[src/lwc_pkg.sv]
/*
 * shared constants and types of the wafer calculator: register map,
 * field layout, input source codes, timing.
 * assumes a 250 MHz clock and an axi4-lite register bus.
 */
package lwc_pkg;

   // ------------------------------------------------------------
   // sizes
   // ------------------------------------------------------------
   localparam int          NUM_WAFERS = 10;
   localparam int          RES_BITS   = 40;
   localparam int          SRC_BITS   = 275;
   localparam logic [8:0]  SEL_MAX    = 9'h15B;
   localparam logic [2:0]  FUNC_MIN   = 3'h1;
   localparam logic [2:0]  FUNC_MAX   = 3'h6;
   localparam logic [15:0] CONST_BAD  = 16'h8000;

   // ------------------------------------------------------------
   // register byte offsets
   // ------------------------------------------------------------
   localparam logic [11:0] OFS_CTRL   = 12'h000;
   localparam logic [11:0] OFS_STATUS = 12'h004;
   localparam logic [11:0] OFS_RES_LO = 12'h008;
   localparam logic [11:0] OFS_RES_HI = 12'h00C;
   localparam logic [11:0] OFS_DOUT   = 12'h010;
   localparam logic [11:0] OFS_WAFER  = 12'h040;
   localparam logic [11:0] OFS_CONST  = 12'h080;

   // ------------------------------------------------------------
   // fields and reset values
   // ------------------------------------------------------------
   localparam int          CFG_A_LSB  = 0;
   localparam int          CFG_B_LSB  = 9;
   localparam int          CFG_C_LSB  = 18;
   localparam int          CFG_FN_LSB = 28;
   localparam int          DSEL_EN    = 7;
   localparam logic [31:0] CFG_RST    = 32'h1000_0000;
   localparam logic [1:0]  RESP_OKAY  = 2'h0;
   localparam logic [1:0]  RESP_SLV   = 2'h2;

   // ------------------------------------------------------------
   // operand source codes
   // ------------------------------------------------------------
   localparam logic [8:0] CODE_ALM_LO   = 9'h003;
   localparam logic [8:0] CODE_ALM_HI   = 9'h007;
   localparam logic [8:0] CODE_EV_LO    = 9'h014;
   localparam logic [8:0] CODE_EV_HI    = 9'h018;
   localparam logic [8:0] CODE_RES_LO   = 9'h01E;
   localparam logic [8:0] CODE_RES_HI   = 9'h045;
   localparam logic [8:0] CODE_CON_LO   = 9'h046;
   localparam logic [8:0] CODE_CON_HI   = 9'h04F;
   localparam logic [8:0] CODE_UNDER    = 9'h05E;
   localparam logic [8:0] CODE_OVER     = 9'h05F;
   localparam logic [8:0] CODE_RANGE    = 9'h062;
   localparam logic [8:0] CODE_INERR    = 9'h067;
   localparam logic [8:0] CODE_AUTOMAN  = 9'h068;
   localparam logic [8:0] CODE_RUNSTBY  = 9'h069;
   localparam logic [8:0] CODE_AT_RUN   = 9'h06A;
   localparam logic [8:0] CODE_AT_NORM  = 9'h06C;
   localparam logic [8:0] CODE_AT_LOW   = 9'h06D;
   localparam logic [8:0] CODE_STEP_LO  = 9'h0AA;
   localparam logic [8:0] CODE_STEP_HI  = 9'h129;
   localparam logic [8:0] CODE_REL_LO   = 9'h12C;
   localparam logic [8:0] CODE_REL_HI   = 9'h1AB;

   // ------------------------------------------------------------
   // timing
   // ------------------------------------------------------------
   localparam int CLK_KHZ       = 250000;
   localparam int CTL_CYCLE_MS  = 100;
   localparam int CTL_CYCLE_CYC = CTL_CYCLE_MS * CLK_KHZ;

   typedef enum logic [1:0] {
      LWC_IDLE = 2'b01,
      LWC_EVAL = 2'b10
   } lwc_fsm_e;

endpackage

[src/lwc_src_if.sv]
/*
 * carrier between the calculator core and the wafer evaluator:
 * source flags, one wafer's configuration and its four results.
 * assumes both ends sit on the same clock.
 */
`timescale 1ns/1ns
interface lwc_src_if;
   logic [4:0]   alarm;
   logic [4:0]   event_st;
   logic [4:0]   op_st;
   logic [3:0]   in_err;
   logic [127:0] step_ts;
   logic [127:0] rel_ts;
   logic [39:0]  result;
   logic [9:0]   const_nz;
   logic [2:0]   func;
   logic [8:0]   sel_a;
   logic [8:0]   sel_b;
   logic [8:0]   sel_c;
   logic [3:0]   out;

   modport core (output alarm, event_st, op_st, in_err, step_ts, rel_ts, result, const_nz,
                 output func, sel_a, sel_b, sel_c, input out);
   modport eval (input alarm, event_st, op_st, in_err, step_ts, rel_ts, result, const_nz,
                 input func, sel_a, sel_b, sel_c, output out);
endinterface // lwc_src_if

[src/lwc_sync.sv]
/*
 * three-flop synchroniser for a vector of pin levels; a bit changes
 * once the second and third stages agree.
 * assumes the pins are quasi-static levels.
 */
`timescale 1ns/1ns
module lwc_sync #(
   parameter int W = 8
) (
   // clock and reset
   input  wire logic         clk,
   input  wire logic         arst_n,
   // pins and clean levels
   input  wire logic [W-1:0] pin_in,
   output logic      [W-1:0] level_out
);
   typedef struct packed {
      logic [W-1:0] s1;
      logic [W-1:0] s2;
      logic [W-1:0] s3;
      logic [W-1:0] q;
   } lwc_sync_s;

   lwc_sync_s st_reg;
   lwc_sync_s st_next;

   // shift and accept bits whose last two stages agree
   always_comb begin
      st_next    = st_reg;
      st_next.s1 = pin_in;
      st_next.s2 = st_reg.s1;
      st_next.s3 = st_reg.s2;
      st_next.q  = (~(st_reg.s2 ^ st_reg.s3) & st_reg.s3) | ((st_reg.s2 ^ st_reg.s3) & st_reg.q);
   end

   // state register
   always_ff @(posedge clk or negedge arst_n) begin
      if (!arst_n) begin
         st_reg <= '0;
      end else begin
         st_reg <= st_next;
      end
   end

   assign level_out = st_reg.q;
endmodule // lwc_sync

[src/lwc_wafer_eval.sv]
/*
 * combinational evaluator of one wafer: decodes the three operand
 * codes and forms the four results of the chosen function type.
 * assumes the core presents one wafer's configuration at a time.
 */
`timescale 1ns/1ns
module lwc_wafer_eval (
   // sources, configuration and results
   lwc_src_if.eval src
);
   logic a;
   logic b;
   logic c;

   // operand decode of one source code
   function automatic logic pick(input logic [8:0] code);
      logic r;
      r = 1'b0;
      // RULE5 alarm codes
      if (code >= lwc_pkg::CODE_ALM_LO && code <= lwc_pkg::CODE_ALM_HI) begin
         r = src.alarm[3'(code - lwc_pkg::CODE_ALM_LO)];
      end
      // RULE6 event codes
      if (code >= lwc_pkg::CODE_EV_LO && code <= lwc_pkg::CODE_EV_HI) begin
         r = src.event_st[3'(code - lwc_pkg::CODE_EV_LO)];
      end
      // RULE4 wafer result codes
      if (code >= lwc_pkg::CODE_RES_LO && code <= lwc_pkg::CODE_RES_HI) begin
         r = src.result[6'(code - lwc_pkg::CODE_RES_LO)];
      end
      // RULE12 nonzero constant
      if (code >= lwc_pkg::CODE_CON_LO && code <= lwc_pkg::CODE_CON_HI) begin
         r = src.const_nz[4'(code - lwc_pkg::CODE_CON_LO)];
      end
      // RULE10 control status operands
      if (code == lwc_pkg::CODE_UNDER)   r = src.in_err[0];
      if (code == lwc_pkg::CODE_OVER)    r = src.in_err[1];
      if (code == lwc_pkg::CODE_RANGE)   r = src.in_err[2];
      if (code == lwc_pkg::CODE_INERR)   r = src.in_err[3];
      if (code == lwc_pkg::CODE_AUTOMAN) r = src.op_st[0];
      if (code == lwc_pkg::CODE_RUNSTBY) r = src.op_st[1];
      if (code == lwc_pkg::CODE_AT_RUN)  r = src.op_st[2];
      // RULE7 auto-tuning start-up type
      if (code == lwc_pkg::CODE_AT_NORM) r = src.op_st[3];
      if (code == lwc_pkg::CODE_AT_LOW)  r = src.op_st[4];
      // RULE8 step time signals
      if (code >= lwc_pkg::CODE_STEP_LO && code <= lwc_pkg::CODE_STEP_HI) begin
         r = src.step_ts[7'(code - lwc_pkg::CODE_STEP_LO)];
      end
      // RULE9 relative step time signals
      if (code >= lwc_pkg::CODE_REL_LO && code <= lwc_pkg::CODE_REL_HI) begin
         r = src.rel_ts[7'(code - lwc_pkg::CODE_REL_LO)];
      end
      return r;
   endfunction

   assign a = pick(src.sel_a);
   assign b = pick(src.sel_b);
   assign c = pick(src.sel_c);

   // RULE3 RULE14 per-type result table
   always_comb begin
      case (src.func)
         3'h1: src.out = {~(a & b & ~c), a & b & ~c, ~(a & b & c), a & b & c};
         3'h2: src.out = {~(a | b | ~c), a | b | ~c, ~(a | b | c), a | b | c};
         3'h3: src.out = {a & b & c, a & b & ~c, a & b & c, a | b | c};
         3'h4: src.out = {~((a | b) & c), (a | b) & c, (a | b) & c, a | b | c};
         3'h5: src.out = {(a & b) | c, a | b | ~c, ~((a & b) | c), (a & b) | c};
         3'h6: src.out = {~(a ^ b ^ c), a ^ b ^ c, ~((a & b) ^ c), (a & b) ^ c};
         default: src.out = 4'h0;
      endcase
   end
endmodule // lwc_wafer_eval

[src/lwc_calc.sv]
/*
 * wafer calculator core: axi4-lite register file, control-cycle
 * divider, wafer sequencer, result store and discrete outputs.
 * assumes status pins are asynchronous levels and one bus master.
 */
// Implementation choices: the register offsets and the AXI4-Lite interface to the registers.
`timescale 1ns/1ns

// Overview of operation
// RULE1 - global enable; off means no wafer evaluates and results hold
// RULE2 - ten wafers, each configured and evaluated on its own
// RULE3 - function selector per wafer accepts 1 to 6 only
// RULE4 - codes 30..69 read wafer results, four per wafer, ascending
// RULE5 - code 0 reads zero, codes 3..7 read alarms one to five
// RULE6 - codes 20..24 read off, run, hold, guarantee soak, end events
// RULE7 - codes 108 and 109 read auto-tuning normal and low start-up
// RULE8 - codes 170..297 read step ramp on even, soak on odd
// RULE9 - codes 300..427 read relative step ramp even, soak odd
// RULE10 - results drive discrete outputs; alarms and status are operands
// RULE11 - three operand selectors per wafer, each accepting 0 to 347
// RULE12 - ten signed constants within -32767 to 32767 as operands
// RULE13 - four readable result bits per wafer
// RULE14 - each type forms fixed combinations of A, B, C with inversions
// RULE15 - wafers evaluate in ascending order within one control cycle
module lwc_calc #(
   parameter int unsigned CTL_CYCLE_CYC = lwc_pkg::CTL_CYCLE_CYC
) (
   // clock and reset
   input  wire logic         clk,
   input  wire logic         arst_n,
   // axi4-lite write
   input  wire logic [11:0]  s_axi_awaddr,
   input  wire logic         s_axi_awvalid,
   output logic              s_axi_awready,
   input  wire logic [31:0]  s_axi_wdata,
   input  wire logic [3:0]   s_axi_wstrb,
   input  wire logic         s_axi_wvalid,
   output logic              s_axi_wready,
   output logic [1:0]        s_axi_bresp,
   output logic              s_axi_bvalid,
   input  wire logic         s_axi_bready,
   // axi4-lite read
   input  wire logic [11:0]  s_axi_araddr,
   input  wire logic         s_axi_arvalid,
   output logic              s_axi_arready,
   output logic [31:0]       s_axi_rdata,
   output logic [1:0]        s_axi_rresp,
   output logic              s_axi_rvalid,
   input  wire logic         s_axi_rready,
   // status pins
   input  wire logic [4:0]   alarm_in,
   input  wire logic [4:0]   event_in,
   input  wire logic [4:0]   op_status_in,
   input  wire logic [3:0]   input_error_in,
   input  wire logic [127:0] step_time_in,
   input  wire logic [127:0] rel_time_in,
   // discrete outputs
   output logic [3:0]        discrete_out
);
   typedef struct packed {
      logic              calc_enable;
      lwc_pkg::lwc_fsm_e fsm;
      logic [3:0]        idx;
      logic [31:0]       tick_cnt;
      logic [15:0]       passes;
      logic [9:0][31:0]  cfg;
      logic [9:0][15:0]  calc_constant;
      logic [39:0]       result;
      logic [3:0][7:0]   dsel;
      logic [3:0]        dout;
      logic              aw_have;
      logic [11:0]       awaddr;
      logic              w_have;
      logic [31:0]       wdata;
      logic [3:0]        wstrb;
      logic              awready;
      logic              wready;
      logic              bvalid;
      logic [1:0]        bresp;
      logic              arready;
      logic              rvalid;
      logic [31:0]       rdata;
      logic [1:0]        rresp;
   } lwc_state_s;

   lwc_state_s st_reg;
   lwc_state_s st_next;
   logic [274:0] pins;
   logic         tick;
   logic [9:0]   const_nz;
   lwc_src_if    src ();

   // ------------------------------------------------------------
   // pin synchroniser and evaluator
   // ------------------------------------------------------------
   lwc_sync #(.W(lwc_pkg::SRC_BITS)) u_sync (
      .clk       (clk),
      .arst_n    (arst_n),
      .pin_in    ({alarm_in, event_in, op_status_in, input_error_in, step_time_in, rel_time_in}),
      .level_out (pins)
   );

   lwc_wafer_eval u_eval (
      .src (src.eval)
   );

   // constant operands read as true when nonzero
   always_comb begin
      for (int k = 0; k < lwc_pkg::NUM_WAFERS; k++) begin
         const_nz[k] = |st_reg.calc_constant[k];
      end
   end

   // present the wafer under evaluation
   assign src.alarm    = pins[274:270];
   assign src.event_st = pins[269:265];
   assign src.op_st    = pins[264:260];
   assign src.in_err   = pins[259:256];
   assign src.step_ts  = pins[255:128];
   assign src.rel_ts   = pins[127:0];
   assign src.result   = st_reg.result;
   assign src.const_nz = const_nz;
   assign src.func     = st_reg.cfg[st_reg.idx][lwc_pkg::CFG_FN_LSB +: 3];
   assign src.sel_a    = st_reg.cfg[st_reg.idx][lwc_pkg::CFG_A_LSB +: 9];
   assign src.sel_b    = st_reg.cfg[st_reg.idx][lwc_pkg::CFG_B_LSB +: 9];
   assign src.sel_c    = st_reg.cfg[st_reg.idx][lwc_pkg::CFG_C_LSB +: 9];

   assign tick = (st_reg.tick_cnt == 32'(CTL_CYCLE_CYC - 1));

   // ------------------------------------------------------------
   // helpers
   // ------------------------------------------------------------
   // byte-lane merge
   function automatic logic [31:0] merge(input logic [31:0] old, input logic [31:0] nw,
                                         input logic [3:0] strb);
      logic [31:0] r;
      r = old;
      for (int i = 0; i < 4; i++) begin
         if (strb[i]) r[i*8 +: 8] = nw[i*8 +: 8];
      end
      return r;
   endfunction

   // wafer config legality
   function automatic logic cfg_ok(input logic [31:0] v);
      logic [2:0] fn;
      fn = v[lwc_pkg::CFG_FN_LSB +: 3];
      return fn >= lwc_pkg::FUNC_MIN && fn <= lwc_pkg::FUNC_MAX
             && v[lwc_pkg::CFG_A_LSB +: 9] <= lwc_pkg::SEL_MAX
             && v[lwc_pkg::CFG_B_LSB +: 9] <= lwc_pkg::SEL_MAX
             && v[lwc_pkg::CFG_C_LSB +: 9] <= lwc_pkg::SEL_MAX;
   endfunction

   // register read decode, bit 32 flags an unmapped address
   function automatic logic [32:0] rd(input lwc_state_s s, input logic [11:0] a);
      logic [32:0] r;
      logic [11:0] o;
      r = {1'b1, 32'h0000_0000};
      o = a - lwc_pkg::OFS_WAFER;
      // RULE2 RULE11 wafer config readback
      if (a >= lwc_pkg::OFS_WAFER && o < 12'h028 && a[1:0] == 2'h0) begin
         r = {1'b0, s.cfg[o[5:2]]};
      end
      o = a - lwc_pkg::OFS_CONST;
      if (a >= lwc_pkg::OFS_CONST && o < 12'h028 && a[1:0] == 2'h0) begin
         r = {1'b0, {16{s.calc_constant[o[5:2]][15]}}, s.calc_constant[o[5:2]]};
      end
      case (a)
         lwc_pkg::OFS_CTRL:   r = {1'b0, 31'h0000_0000, s.calc_enable};
         lwc_pkg::OFS_STATUS: r = {1'b0, s.passes, 8'h00, s.dout, 3'h0, s.fsm == lwc_pkg::LWC_EVAL};
         // RULE13 result readback
         lwc_pkg::OFS_RES_LO: r = {1'b0, s.result[31:0]};
         lwc_pkg::OFS_RES_HI: r = {1'b0, 24'h00_0000, s.result[39:32]};
         lwc_pkg::OFS_DOUT:   r = {1'b0, s.dsel};
         default: ;
      endcase
      return r;
   endfunction

   // ------------------------------------------------------------
   // next state
   // ------------------------------------------------------------
   always_comb begin
      logic [32:0] rv;
      logic [31:0] wv;
      logic [11:0] o;
      logic [5:0]  ri;
      st_next = st_reg;
      rv      = '0;
      wv      = '0;
      o       = '0;
      ri      = '0;

      // control cycle divider
      st_next.tick_cnt = tick ? 32'h0000_0000 : st_reg.tick_cnt + 32'h0000_0001;

      // wafer sequencer
      case (st_reg.fsm)
         lwc_pkg::LWC_IDLE: begin
            // RULE1 start only when enabled
            if (tick && st_reg.calc_enable) begin
               st_next.fsm = lwc_pkg::LWC_EVAL;
               st_next.idx = 4'h0;
            end
         end
         lwc_pkg::LWC_EVAL: begin
            if (!st_reg.calc_enable) begin
               // RULE1 abort holds results
               st_next.fsm = lwc_pkg::LWC_IDLE;
               st_next.idx = 4'h0;
            end else begin
               // RULE15 ascending, result visible next
               st_next.result[6'(st_reg.idx * 4) +: 4] = src.out;
               if (st_reg.idx == 4'(lwc_pkg::NUM_WAFERS - 1)) begin
                  st_next.fsm    = lwc_pkg::LWC_IDLE;
                  st_next.idx    = 4'h0;
                  st_next.passes = st_reg.passes + 16'h0001;
               end else begin
                  st_next.idx = st_reg.idx + 4'h1;
               end
            end
         end
         default: begin
            st_next.fsm = lwc_pkg::LWC_IDLE;
            st_next.idx = 4'h0;
         end
      endcase

      // RULE10 discrete outputs from results
      for (int k = 0; k < 4; k++) begin
         ri = st_reg.dsel[k][5:0];
         st_next.dout[k] = st_reg.dsel[k][lwc_pkg::DSEL_EN] && ri < 6'(lwc_pkg::RES_BITS)
                           && st_reg.result[ri];
      end

      // write address and data capture
      if (s_axi_awvalid && st_reg.awready) begin
         st_next.aw_have = 1'b1;
         st_next.awaddr  = s_axi_awaddr;
      end
      if (s_axi_wvalid && st_reg.wready) begin
         st_next.w_have = 1'b1;
         st_next.wdata  = s_axi_wdata;
         st_next.wstrb  = s_axi_wstrb;
      end
      if (st_reg.bvalid && s_axi_bready) begin
         st_next.bvalid = 1'b0;
      end

      // register write once both halves are held
      if (st_reg.aw_have && st_reg.w_have && !st_reg.bvalid) begin
         st_next.aw_have = 1'b0;
         st_next.w_have  = 1'b0;
         st_next.bvalid  = 1'b1;
         rv              = rd(st_reg, st_reg.awaddr);
         wv              = merge(rv[31:0], st_reg.wdata, st_reg.wstrb);
         st_next.bresp   = rv[32] ? lwc_pkg::RESP_SLV : lwc_pkg::RESP_OKAY;
         if (st_reg.awaddr == lwc_pkg::OFS_CTRL) begin
            st_next.calc_enable = wv[0];
         end
         if (st_reg.awaddr == lwc_pkg::OFS_DOUT) begin
            st_next.dsel = wv;
         end
         o = st_reg.awaddr - lwc_pkg::OFS_WAFER;
         // RULE3 RULE11 illegal config words ignored
         if (!rv[32] && st_reg.awaddr >= lwc_pkg::OFS_WAFER && o < 12'h028 && cfg_ok(wv)) begin
            st_next.cfg[o[5:2]] = wv;
         end
         o = st_reg.awaddr - lwc_pkg::OFS_CONST;
         // RULE12 out-of-range constant ignored
         if (!rv[32] && st_reg.awaddr >= lwc_pkg::OFS_CONST && o < 12'h028
             && wv[15:0] != lwc_pkg::CONST_BAD) begin
            st_next.calc_constant[o[5:2]] = wv[15:0];
         end
      end
      st_next.awready = !st_next.aw_have && !st_next.bvalid;
      st_next.wready  = !st_next.w_have && !st_next.bvalid;

      // read channel
      if (st_reg.rvalid && s_axi_rready) begin
         st_next.rvalid = 1'b0;
      end
      if (s_axi_arvalid && st_reg.arready) begin
         rv             = rd(st_reg, s_axi_araddr);
         st_next.rvalid = 1'b1;
         st_next.rdata  = rv[31:0];
         st_next.rresp  = rv[32] ? lwc_pkg::RESP_SLV : lwc_pkg::RESP_OKAY;
      end
      st_next.arready = !st_next.rvalid;
   end

   // ------------------------------------------------------------
   // state register
   // ------------------------------------------------------------
   always_ff @(posedge clk or negedge arst_n) begin
      if (!arst_n) begin
         st_reg         <= '0;
         st_reg.fsm     <= lwc_pkg::LWC_IDLE;
         st_reg.cfg     <= {lwc_pkg::NUM_WAFERS{lwc_pkg::CFG_RST}};
         st_reg.awready <= 1'b1;
         st_reg.wready  <= 1'b1;
         st_reg.arready <= 1'b1;
      end else begin
         st_reg <= st_next;
      end
   end

   // outputs straight from flops
   assign s_axi_awready = st_reg.awready;
   assign s_axi_wready  = st_reg.wready;
   assign s_axi_bvalid  = st_reg.bvalid;
   assign s_axi_bresp   = st_reg.bresp;
   assign s_axi_arready = st_reg.arready;
   assign s_axi_rvalid  = st_reg.rvalid;
   assign s_axi_rdata   = st_reg.rdata;
   assign s_axi_rresp   = st_reg.rresp;
   assign discrete_out  = st_reg.dout;
endmodule // lwc_calc

[config.mk]
export PLATFORM = sky130hd
export DESIGN_NAME = lwc_calc
export DESIGN_NICKNAME = d
export VERILOG_FILES = /design/src/lwc_pkg.sv /design/src/lwc_src_if.sv /design/src/lwc_sync.sv /design/src/lwc_wafer_eval.sv /design/src/lwc_calc.sv
export SDC_FILE = /design/constraint.sdc
export NUM_CORES = 2
export LEC_CHECK = 0
export ABC_AREA = 1
export BUFFER_PORTS_ARGS = -buffer_cell sky130_fd_sc_hd__buf_2
export CAP_MARGIN = 20
export CORE_MARGIN = 2
export CORE_UTILIZATION = 35
export CTS_BUF_LIST = sky130_fd_sc_hd__clkbuf_8
export CTS_CLUSTER_SIZE = 16
export DETAILED_ROUTE_END_ITERATION = 8
export GPL_TIMING_DRIVEN = 0
export SYNTH_ARGS = -nofsm -noshare
export SYNTH_HDL_FRONTEND = slang
export SYNTH_SLANG_ARGS = --single-unit
[constraint.sdc]
create_clock -name clk -period 13 [get_ports clk]
set_input_delay 1.3 -clock clk [delete_from_list [all_inputs] [get_ports clk]]
set_output_delay 1.3 -clock clk [all_outputs]
set_load 0.02 [all_outputs]
After elaboration in Yosys (flattened, before gate mapping)

Cells that the tools add are included.

Bits in registers: 1802
Output and inout bits: 45
Word-level logic and storage cells: 453
Input port bits: 342

Multiplexer cells: 139
Equal/unequal tests: 48
$lt $le $gt $ge: 82
Reductions and logical operators: 83
Shift-type cells: 2
Add/subtract/negate cells: 26
Bitwise gates (word level): 25

Operators with widths:

| cell                                                               | number |
|---|---|
| bitwise AND 275 bit                                                | 2 |
| binary-select mux 32 bit (select 4 bit)                            | 3 |
| case mux 33 bit (5 select lines)                                   | 2 |
| bitwise mux 320 bit                                                | 1 |
| NOT 275 bit                                                        | 1 |
| bitwise OR 275 bit                                                 | 1 |
| XOR 275 bit                                                        | 1 |
| equality test 9 x 7 -> 1 bit (second input constant)               | 27 |
| two-way mux 33 bit                                                 | 6 |
| bitwise mux 160 bit                                                | 1 |
| OR reduction 16 bit                                                | 10 |
| binary-select mux 16 bit (select 4 bit)                            | 2 |
| demux 32 bit (select 4 bit)                                        | 1 |
| two-way mux 32 bit                                                 | 4 |
| less-or-equal comparator 9 bit (second input constant)             | 9 |
| two-way mux 1 bit                                                  | 71 |
| demux 16 bit (select 4 bit)                                        | 1 |
| two-way mux 8 bit                                                  | 8 |
| logical AND 1 bit                                                  | 56 |
| greater-or-equal comparator 9 x 5 -> 1 bit (second input constant) | 6 |
| less-or-equal comparator 9 x 7 -> 1 bit (second input constant)    | 6 |
| less-than comparator 6 x 7 -> 1 bit (second input constant)        | 7 |
| equality test 12 x 4 -> 1 bit (second input constant)              | 4 |
| less-than comparator 12 x 6 -> 1 bit (second input constant)       | 4 |
| other kinds (65)                                                   | 171 |

Longest topological paths before layout

Word-level depth: 26
Mapped depth: 46
Depth with buffers taken out: 39

Hierarchy

From an unflattened synthesis, not the netlist that was laid out.

Cell total of the unflattened synthesis: 11134
Area, all modules: 90421.7 um^2

By module, submodules not included:

| module         | cells an instance | area an instance (um^2) | instances | sequential area each (um^2) |
|---|---|---|---|---|
| lwc_calc       | 6248              | 44078.5                 | 1         | 17534.3 |
| lwc_sync       | 2475              | 34063.9                 | 1         | 27526.4 |
| lwc_wafer_eval | 2411              | 12279.3                 | 1         | 0.0 |

Least setup slack after synthesis

Ideal clock, no wire load.

Path kind: reg-to-reg
Start: reg st_reg[695] (netlist bit)
End: reg st_reg (netlist bit src.result[37])
Library setup time: 0.079 ns
Period minus slack after synthesis: 5.701 ns
Slack: 7.299 ns
Cell stages (with the launch flop): 34
Data required time: 12.921 ns
Path buffers: 9
Arrival: 5.621 ns
Cell sequence: dfrtp_1 buf_4 inv_2 buf_6 buf_2 buf_4 buf_2 clkbuf_1 o21ai_0 o211ai_1 nand3_1 nand2_1 clkinv_1 clkbuf_1 ha_1 clkbuf_1 nor2_1 clkbuf_1 o21ai_0 a21oi_1 nor3_1 a221oi_1 a311oi_1 o21ai_0 a31oi_1 nand2_1 o21ai_0 ha_1 ha_1 o31ai_1 nor2_1 nand4_2 nand3_1 mux2i_1

Word-level cells in the longest chain between the ends: 26
Elaborated cells between the ends (all ways): 213
Those cells by class: add/sub (19); order compare (36); eq/ne (33); shift (2); mux (85); bitwise (20); reduce/logical (18)

RTL lines:

| what                                                                               | line            | RTL |
|---|---|---|
| start, declared                                                                    | lwc_calc.sv:86  | `lwc_state_s st_reg;` |
| start signal, assigned                                                             | lwc_calc.sv:304 | `st_reg <= st_next;` |
| parallel branches: the longest is 25 deep, another holds subtractor 6 x 5 -> 6 bit | -               |  |
| bitwise mux 40 bit *                                                               | lwc_calc.sv:213 | `st_next.result[6'(st_reg.idx * 4) +: 4] = src.out;` |

Every way passes the cells marked *. The select of a mux whose other input is x is not followed.
A chain may end at the register's enable or synchronous reset.

Worst setup path after layout

Ends and elaborated chain as after synthesis.

==> metrics.md <==
| Metric | Value |
|---|---|
| Crit share post-route | `0.917` |
| Pwr dens | `between 150 and 200 nW/um^2` |
| Fraction of final layout cells with drive strength greater than 1 | `0.138` |
| Count of buffers from port buffering | `384` |
| Final Util | `0.411` |
| Setup bufs post-CTS | `0` |
| Number of global-route vias before repair | `between 70000 and 80000` |
| Proportion of register bits with asynchronous set or reset after synthesis | `1.00` |
| Sequential cell area fraction in the yosys report | `0.546` |
| Slew at the pin closest to its max-slew limit | `around 1.3 ns` |
| Number of standard cells in the layout, taps in and fillers out | `approximately 13000` |
| Yosys warns | `0` |
| Average detailed-routed wire length per instance | `35.0 um` |
| Main synth FF type | `sky130_fd_sc_hd__dfrtp_1` |
| Syn avg cell area | `around 9 sq um` |
| Worst setup EP type | `register` |
| Cell count of the worst reg-to-reg path | `35` |
| Number of max-cap violations | `0` |
| Final number of hold-violating endpoints | `0` |
| RSZ-0062 raised after global routing | `false` |
| Final nets | `slightly above 10000` |
| TritonCTS buffer count | `approximately 330` |
| Number of distinct library cell variants in the gate-level netlist after synthesis | `74` |
| EDFF count, synth | `0` |
| Vias per cell | `between 5 and 6` |
| Final Wtd Congestion | `roughly 1.1` |
| CTS Root Cell | `sky130_fd_sc_hd__clkbuf_8` |
| Setup-violating endpoint count in the final report | `0` |
| Area of the die | `about 240000 sq um` |
| Master of the slowest instance on the critical path | `sky130_fd_sc_hd__clkbuf_1` |
| Clock transition at the registers of the reported paths | `0.06 ns` |
| Count of nets left with antenna violations after detail routing | `0` |
| Critical path startpoint category | `register` |
| Total DRC errors in the routed layout | `0` |
| Max Freq | `83.9 MHz` |
| Placed wire-length estimate after detailed placement | `roughly 360 mm` |
| Critical path arrival | `around 13 ns` |
| Minimum setup slack in the final design | `~1.1 ns` |
| Critical path class | `reg2reg` |
| Synthesized cell area | `82500 sq um` |
| #FFs+latches synth | `1800` |
| FILL cells | `between 20000 and 25000` |
| Post-Route WL | `approximately 460 mm` |
| Status | `finished clean` |
| Starting density of the core | `0.351` |
| Total via count in the routed design | `around 80000` |
| Peak supply drop | `between 100 and 150 uV` |
| Hold-fix buffers at CTS | `0` |
| Clock tree from TritonCTS | `built` |
| Maximum fanout encountered on the critical timing path | `14` |
| Global-route wire length before repair | `~630 mm` |
| Clock tree sinks | `between 1500 and 2000` |
| Count of mapped cells out of synthesis | `roughly 9000` |
| Width of the die | `between 400 and 500 um` |
| Post-layout min period | `around 12 ns` |
| Leakage power total | `41.3 nW` |
| Class of the worst hold path | `in2async` |
| Total global routing overflow | `0` |
| Placed instance count | `between 10000 and 15000` |
| Largest net degree at the start of global routing | `180` |
| GR Util All Layers | `0.379` |
| Number of cell rows | `178` |
| Number of buffers between clock root and the deepest sink | `4` |
| Peak per-stage delay on the critical path | `between 0.7 and 0.8 ns` |
| Count of final max-slew check failures | `0` |
| Area overhead of the layout relative to synthesis | `16.9%` |
| Required time of the critical path | `13.94 ns` |
| Pre-CTS WS | `1.61 ns` |
| Normalized max-slew margin | `0.113` |
| Total negative setup slack | `0 ns` |
| Depth of the CTS H-tree | `5` |
| Total iterations of the first detailed-routing run | `7` |
| Antenna violations before repair | `32` |
| IO Count | `387` |
| Vertical extent of the die | `~500 um` |
| Floorplan Core Area | `roughly 230000 sq um` |
| Detailed Route Iter0 Violations | `9711` |
| Worst Clk Skew | `roughly 0.12 ns` |
| Later-pin clock latency in the skew report | `1.17 ns` |
| CTS resizes | `0` |
report_power, final:
| group | internal, W | switching (W) |
|---|---|---|
| clock network | 0.00308 | 0.00245 |
| registers | 0.00590 | 0.000362 |
| logic | 0.000587 | 0.00219 |
| total | 0.00957 | 0.00500 |
cells in the final DEF (no fill, tap or decap), types with 16 or more instances in the layout:
cell type	instances
sky130_fd_sc_hd__a21oi_1	365
sky130_fd_sc_hd__a221oi_1	50
sky130_fd_sc_hd__a22oi_1	140
sky130_fd_sc_hd__a31oi_1	16
sky130_fd_sc_hd__buf_1	37
sky130_fd_sc_hd__buf_16	18
sky130_fd_sc_hd__buf_2	596
sky130_fd_sc_hd__buf_4	87
sky130_fd_sc_hd__buf_6	24
sky130_fd_sc_hd__buf_8	43
sky130_fd_sc_hd__clkbuf_1	266
sky130_fd_sc_hd__clkbuf_8	418
sky130_fd_sc_hd__clkinv_2	20
sky130_fd_sc_hd__dfrtp_1	1786
sky130_fd_sc_hd__diode_2	28
sky130_fd_sc_hd__ha_1	56
sky130_fd_sc_hd__inv_1	717
sky130_fd_sc_hd__inv_2	38
sky130_fd_sc_hd__maj3_1	275
sky130_fd_sc_hd__nand2_1	1623
sky130_fd_sc_hd__nand3_1	586
sky130_fd_sc_hd__nand4_1	85
sky130_fd_sc_hd__nor2_1	469
sky130_fd_sc_hd__nor3_1	75
sky130_fd_sc_hd__nor4_1	43
sky130_fd_sc_hd__o2111ai_1	79
sky130_fd_sc_hd__o211ai_1	109
sky130_fd_sc_hd__o21ai_0	858
sky130_fd_sc_hd__o21ai_1	440
sky130_fd_sc_hd__o221ai_1	114
sky130_fd_sc_hd__o22ai_1	267
sky130_fd_sc_hd__o31ai_1	25
sky130_fd_sc_hd__xor2_1	42
worst max-delay path: cells and delay by family (launching register included):
family	cells	cell delay, ns
multiplexers	1	0.10
AND/OR/NAND/NOR	9	2.54
AO/OA/AOI/OAI	10	2.28
flip-flops	1	0.44
adder cells (fa/ha/maj)	3	1.15
buffers and inverters	12	5.07
kinds of logic (layout without fill, tap and decap cells):
| group | Yosys count | after routing | synth area share |
|---|---|---|---|
| simple gates | 2976 | 2976 | 0.154 |
| fa+ha+maj | 331 | 331 | 0.0419 |
| xor+xnor | 46 | 46 | 0.00488 |
| flops | 1800 | 1800 | 0.546 |
| buf+inv | 1298 | 2322 | 0.0677 |
| compound gates | 2566 | 2566 | 0.184 |
| other cells | 1 | 30 | 0.0000455 |
| mux | 7 | 7 | 0.000895 |
metal layers:
metal / vias to the layer above / global-route usage / share of wire
li1: 32952 / - / -
met1: 38873 / 0.474 / 0.39
met2: 5017 / 0.577 / 0.44
met3: 1448 / 0.0835 / 0.086
met4: 8 / 0.281 / 0.091
met5: - / 0 / 0.00013
cell usage after synthesis, types with 7 or more instances:
cell,instances,area share
sky130_fd_sc_hd__clkbuf_1,279,0.013
sky130_fd_sc_hd__a41oi_1,7,0.00074
sky130_fd_sc_hd__buf_1,40,0.0018
sky130_fd_sc_hd__nor3_1,75,0.0046
sky130_fd_sc_hd__a31oi_1,16,0.0012
sky130_fd_sc_hd__dfstp_2,14,0.0045
sky130_fd_sc_hd__nor4_1,48,0.0036
sky130_fd_sc_hd__nor2_4,10,0.0014
sky130_fd_sc_hd__nor2_1,469,0.021
sky130_fd_sc_hd__nand2_4,11,0.0015
sky130_fd_sc_hd__dfrtp_1,1786,0.54
sky130_fd_sc_hd__inv_1,619,0.028
sky130_fd_sc_hd__a32o_1,9,0.0011
sky130_fd_sc_hd__o311ai_1,7,0.00074
sky130_fd_sc_hd__a21oi_1,365,0.022
sky130_fd_sc_hd__o221ai_1,114,0.012
sky130_fd_sc_hd__o2111ai_1,79,0.0084
sky130_fd_sc_hd__o31ai_1,25,0.0023
sky130_fd_sc_hd__nand4_1,85,0.0064
sky130_fd_sc_hd__nand3_1,586,0.036
sky130_fd_sc_hd__nand2_1,1623,0.074
sky130_fd_sc_hd__buf_4,85,0.0077
sky130_fd_sc_hd__o22ai_1,267,0.020
sky130_fd_sc_hd__a221oi_1,50,0.0053
sky130_fd_sc_hd__buf_2,207,0.013
sky130_fd_sc_hd__nand2_2,13,0.00099
sky130_fd_sc_hd__ha_1,56,0.0085
sky130_fd_sc_hd__o211ai_1,109,0.0099
sky130_fd_sc_hd__a211oi_1,11,0.0010
sky130_fd_sc_hd__nor2_2,10,0.00076
sky130_fd_sc_hd__o21ai_0,858,0.052
sky130_fd_sc_hd__maj3_1,275,0.033
sky130_fd_sc_hd__o21ai_1,440,0.027
sky130_fd_sc_hd__and2_1,13,0.00099
sky130_fd_sc_hd__buf_6,17,0.0023
sky130_fd_sc_hd__nand3_2,8,0.00097
sky130_fd_sc_hd__a22oi_1,140,0.013
sky130_fd_sc_hd__o311ai_0,14,0.0015
sky130_fd_sc_hd__a311oi_1,10,0.0011
sky130_fd_sc_hd__clkinv_1,10,0.00046
sky130_fd_sc_hd__inv_2,38,0.0017
sky130_fd_sc_hd__xor2_1,42,0.0045
final timing paths:
path                                                     from                       endpoint  slack, ns
min in group clk                                  event_in[3]  u_sync.st_next[818]$_DFF_PN0_       0.25
worst max register to register        st_reg[695]$_DFFE_PN0P_     src.result[37]$_DFFE_PN0P_       1.08
max in group asynchronous                              arst_n  u_sync.st_next[287]$_DFF_PN0_       9.26
worst min-delay path                                   arst_n        st_reg[278]$_DFFE_PN0P_       0.11
worst min register to register  u_sync.st_next[799]$_DFF_PN0_  u_sync.st_next[524]$_DFF_PN0_       0.30
worst max-delay path                  st_reg[695]$_DFFE_PN0P_     src.result[37]$_DFFE_PN0P_       1.08
stage by stage:
step	total power [W]	hold WS, ns	cell area [sq um]
global placement	0.00885	0.332	88400
global route	0.0149	0.181	96400
CTS	0.0145	0.132	96300
detailed placement	0.00896	0.335	89600
floorplan	0.00716	0.331	82500
finish	0.0146	0.106	96500
cell type report:
| class | count | area (sq um) | share of cell area |
|---|---|---|---|
| Antenna cell | 28 | 70.1 | 0.000726 |
| Buffer | 628 | 3080 | 0.0320 |
| Clock buffer | 418 | 5750 | 0.0596 |
| Clock inverter | 147 | 933 | 0.00968 |
| Inverter | 670 | 2520 | 0.0262 |
| Multi-Input combinational cell | 5928 | 31900 | 0.331 |
| Sequential cell | 1800 | 45100 | 0.467 |
| Tap cell | 3150 | 3940 | 0.0409 |
| Timing Repair Buffer | 459 | 3200 | 0.0332 |
Note: power is estimated with default switching activity, not from simulation.
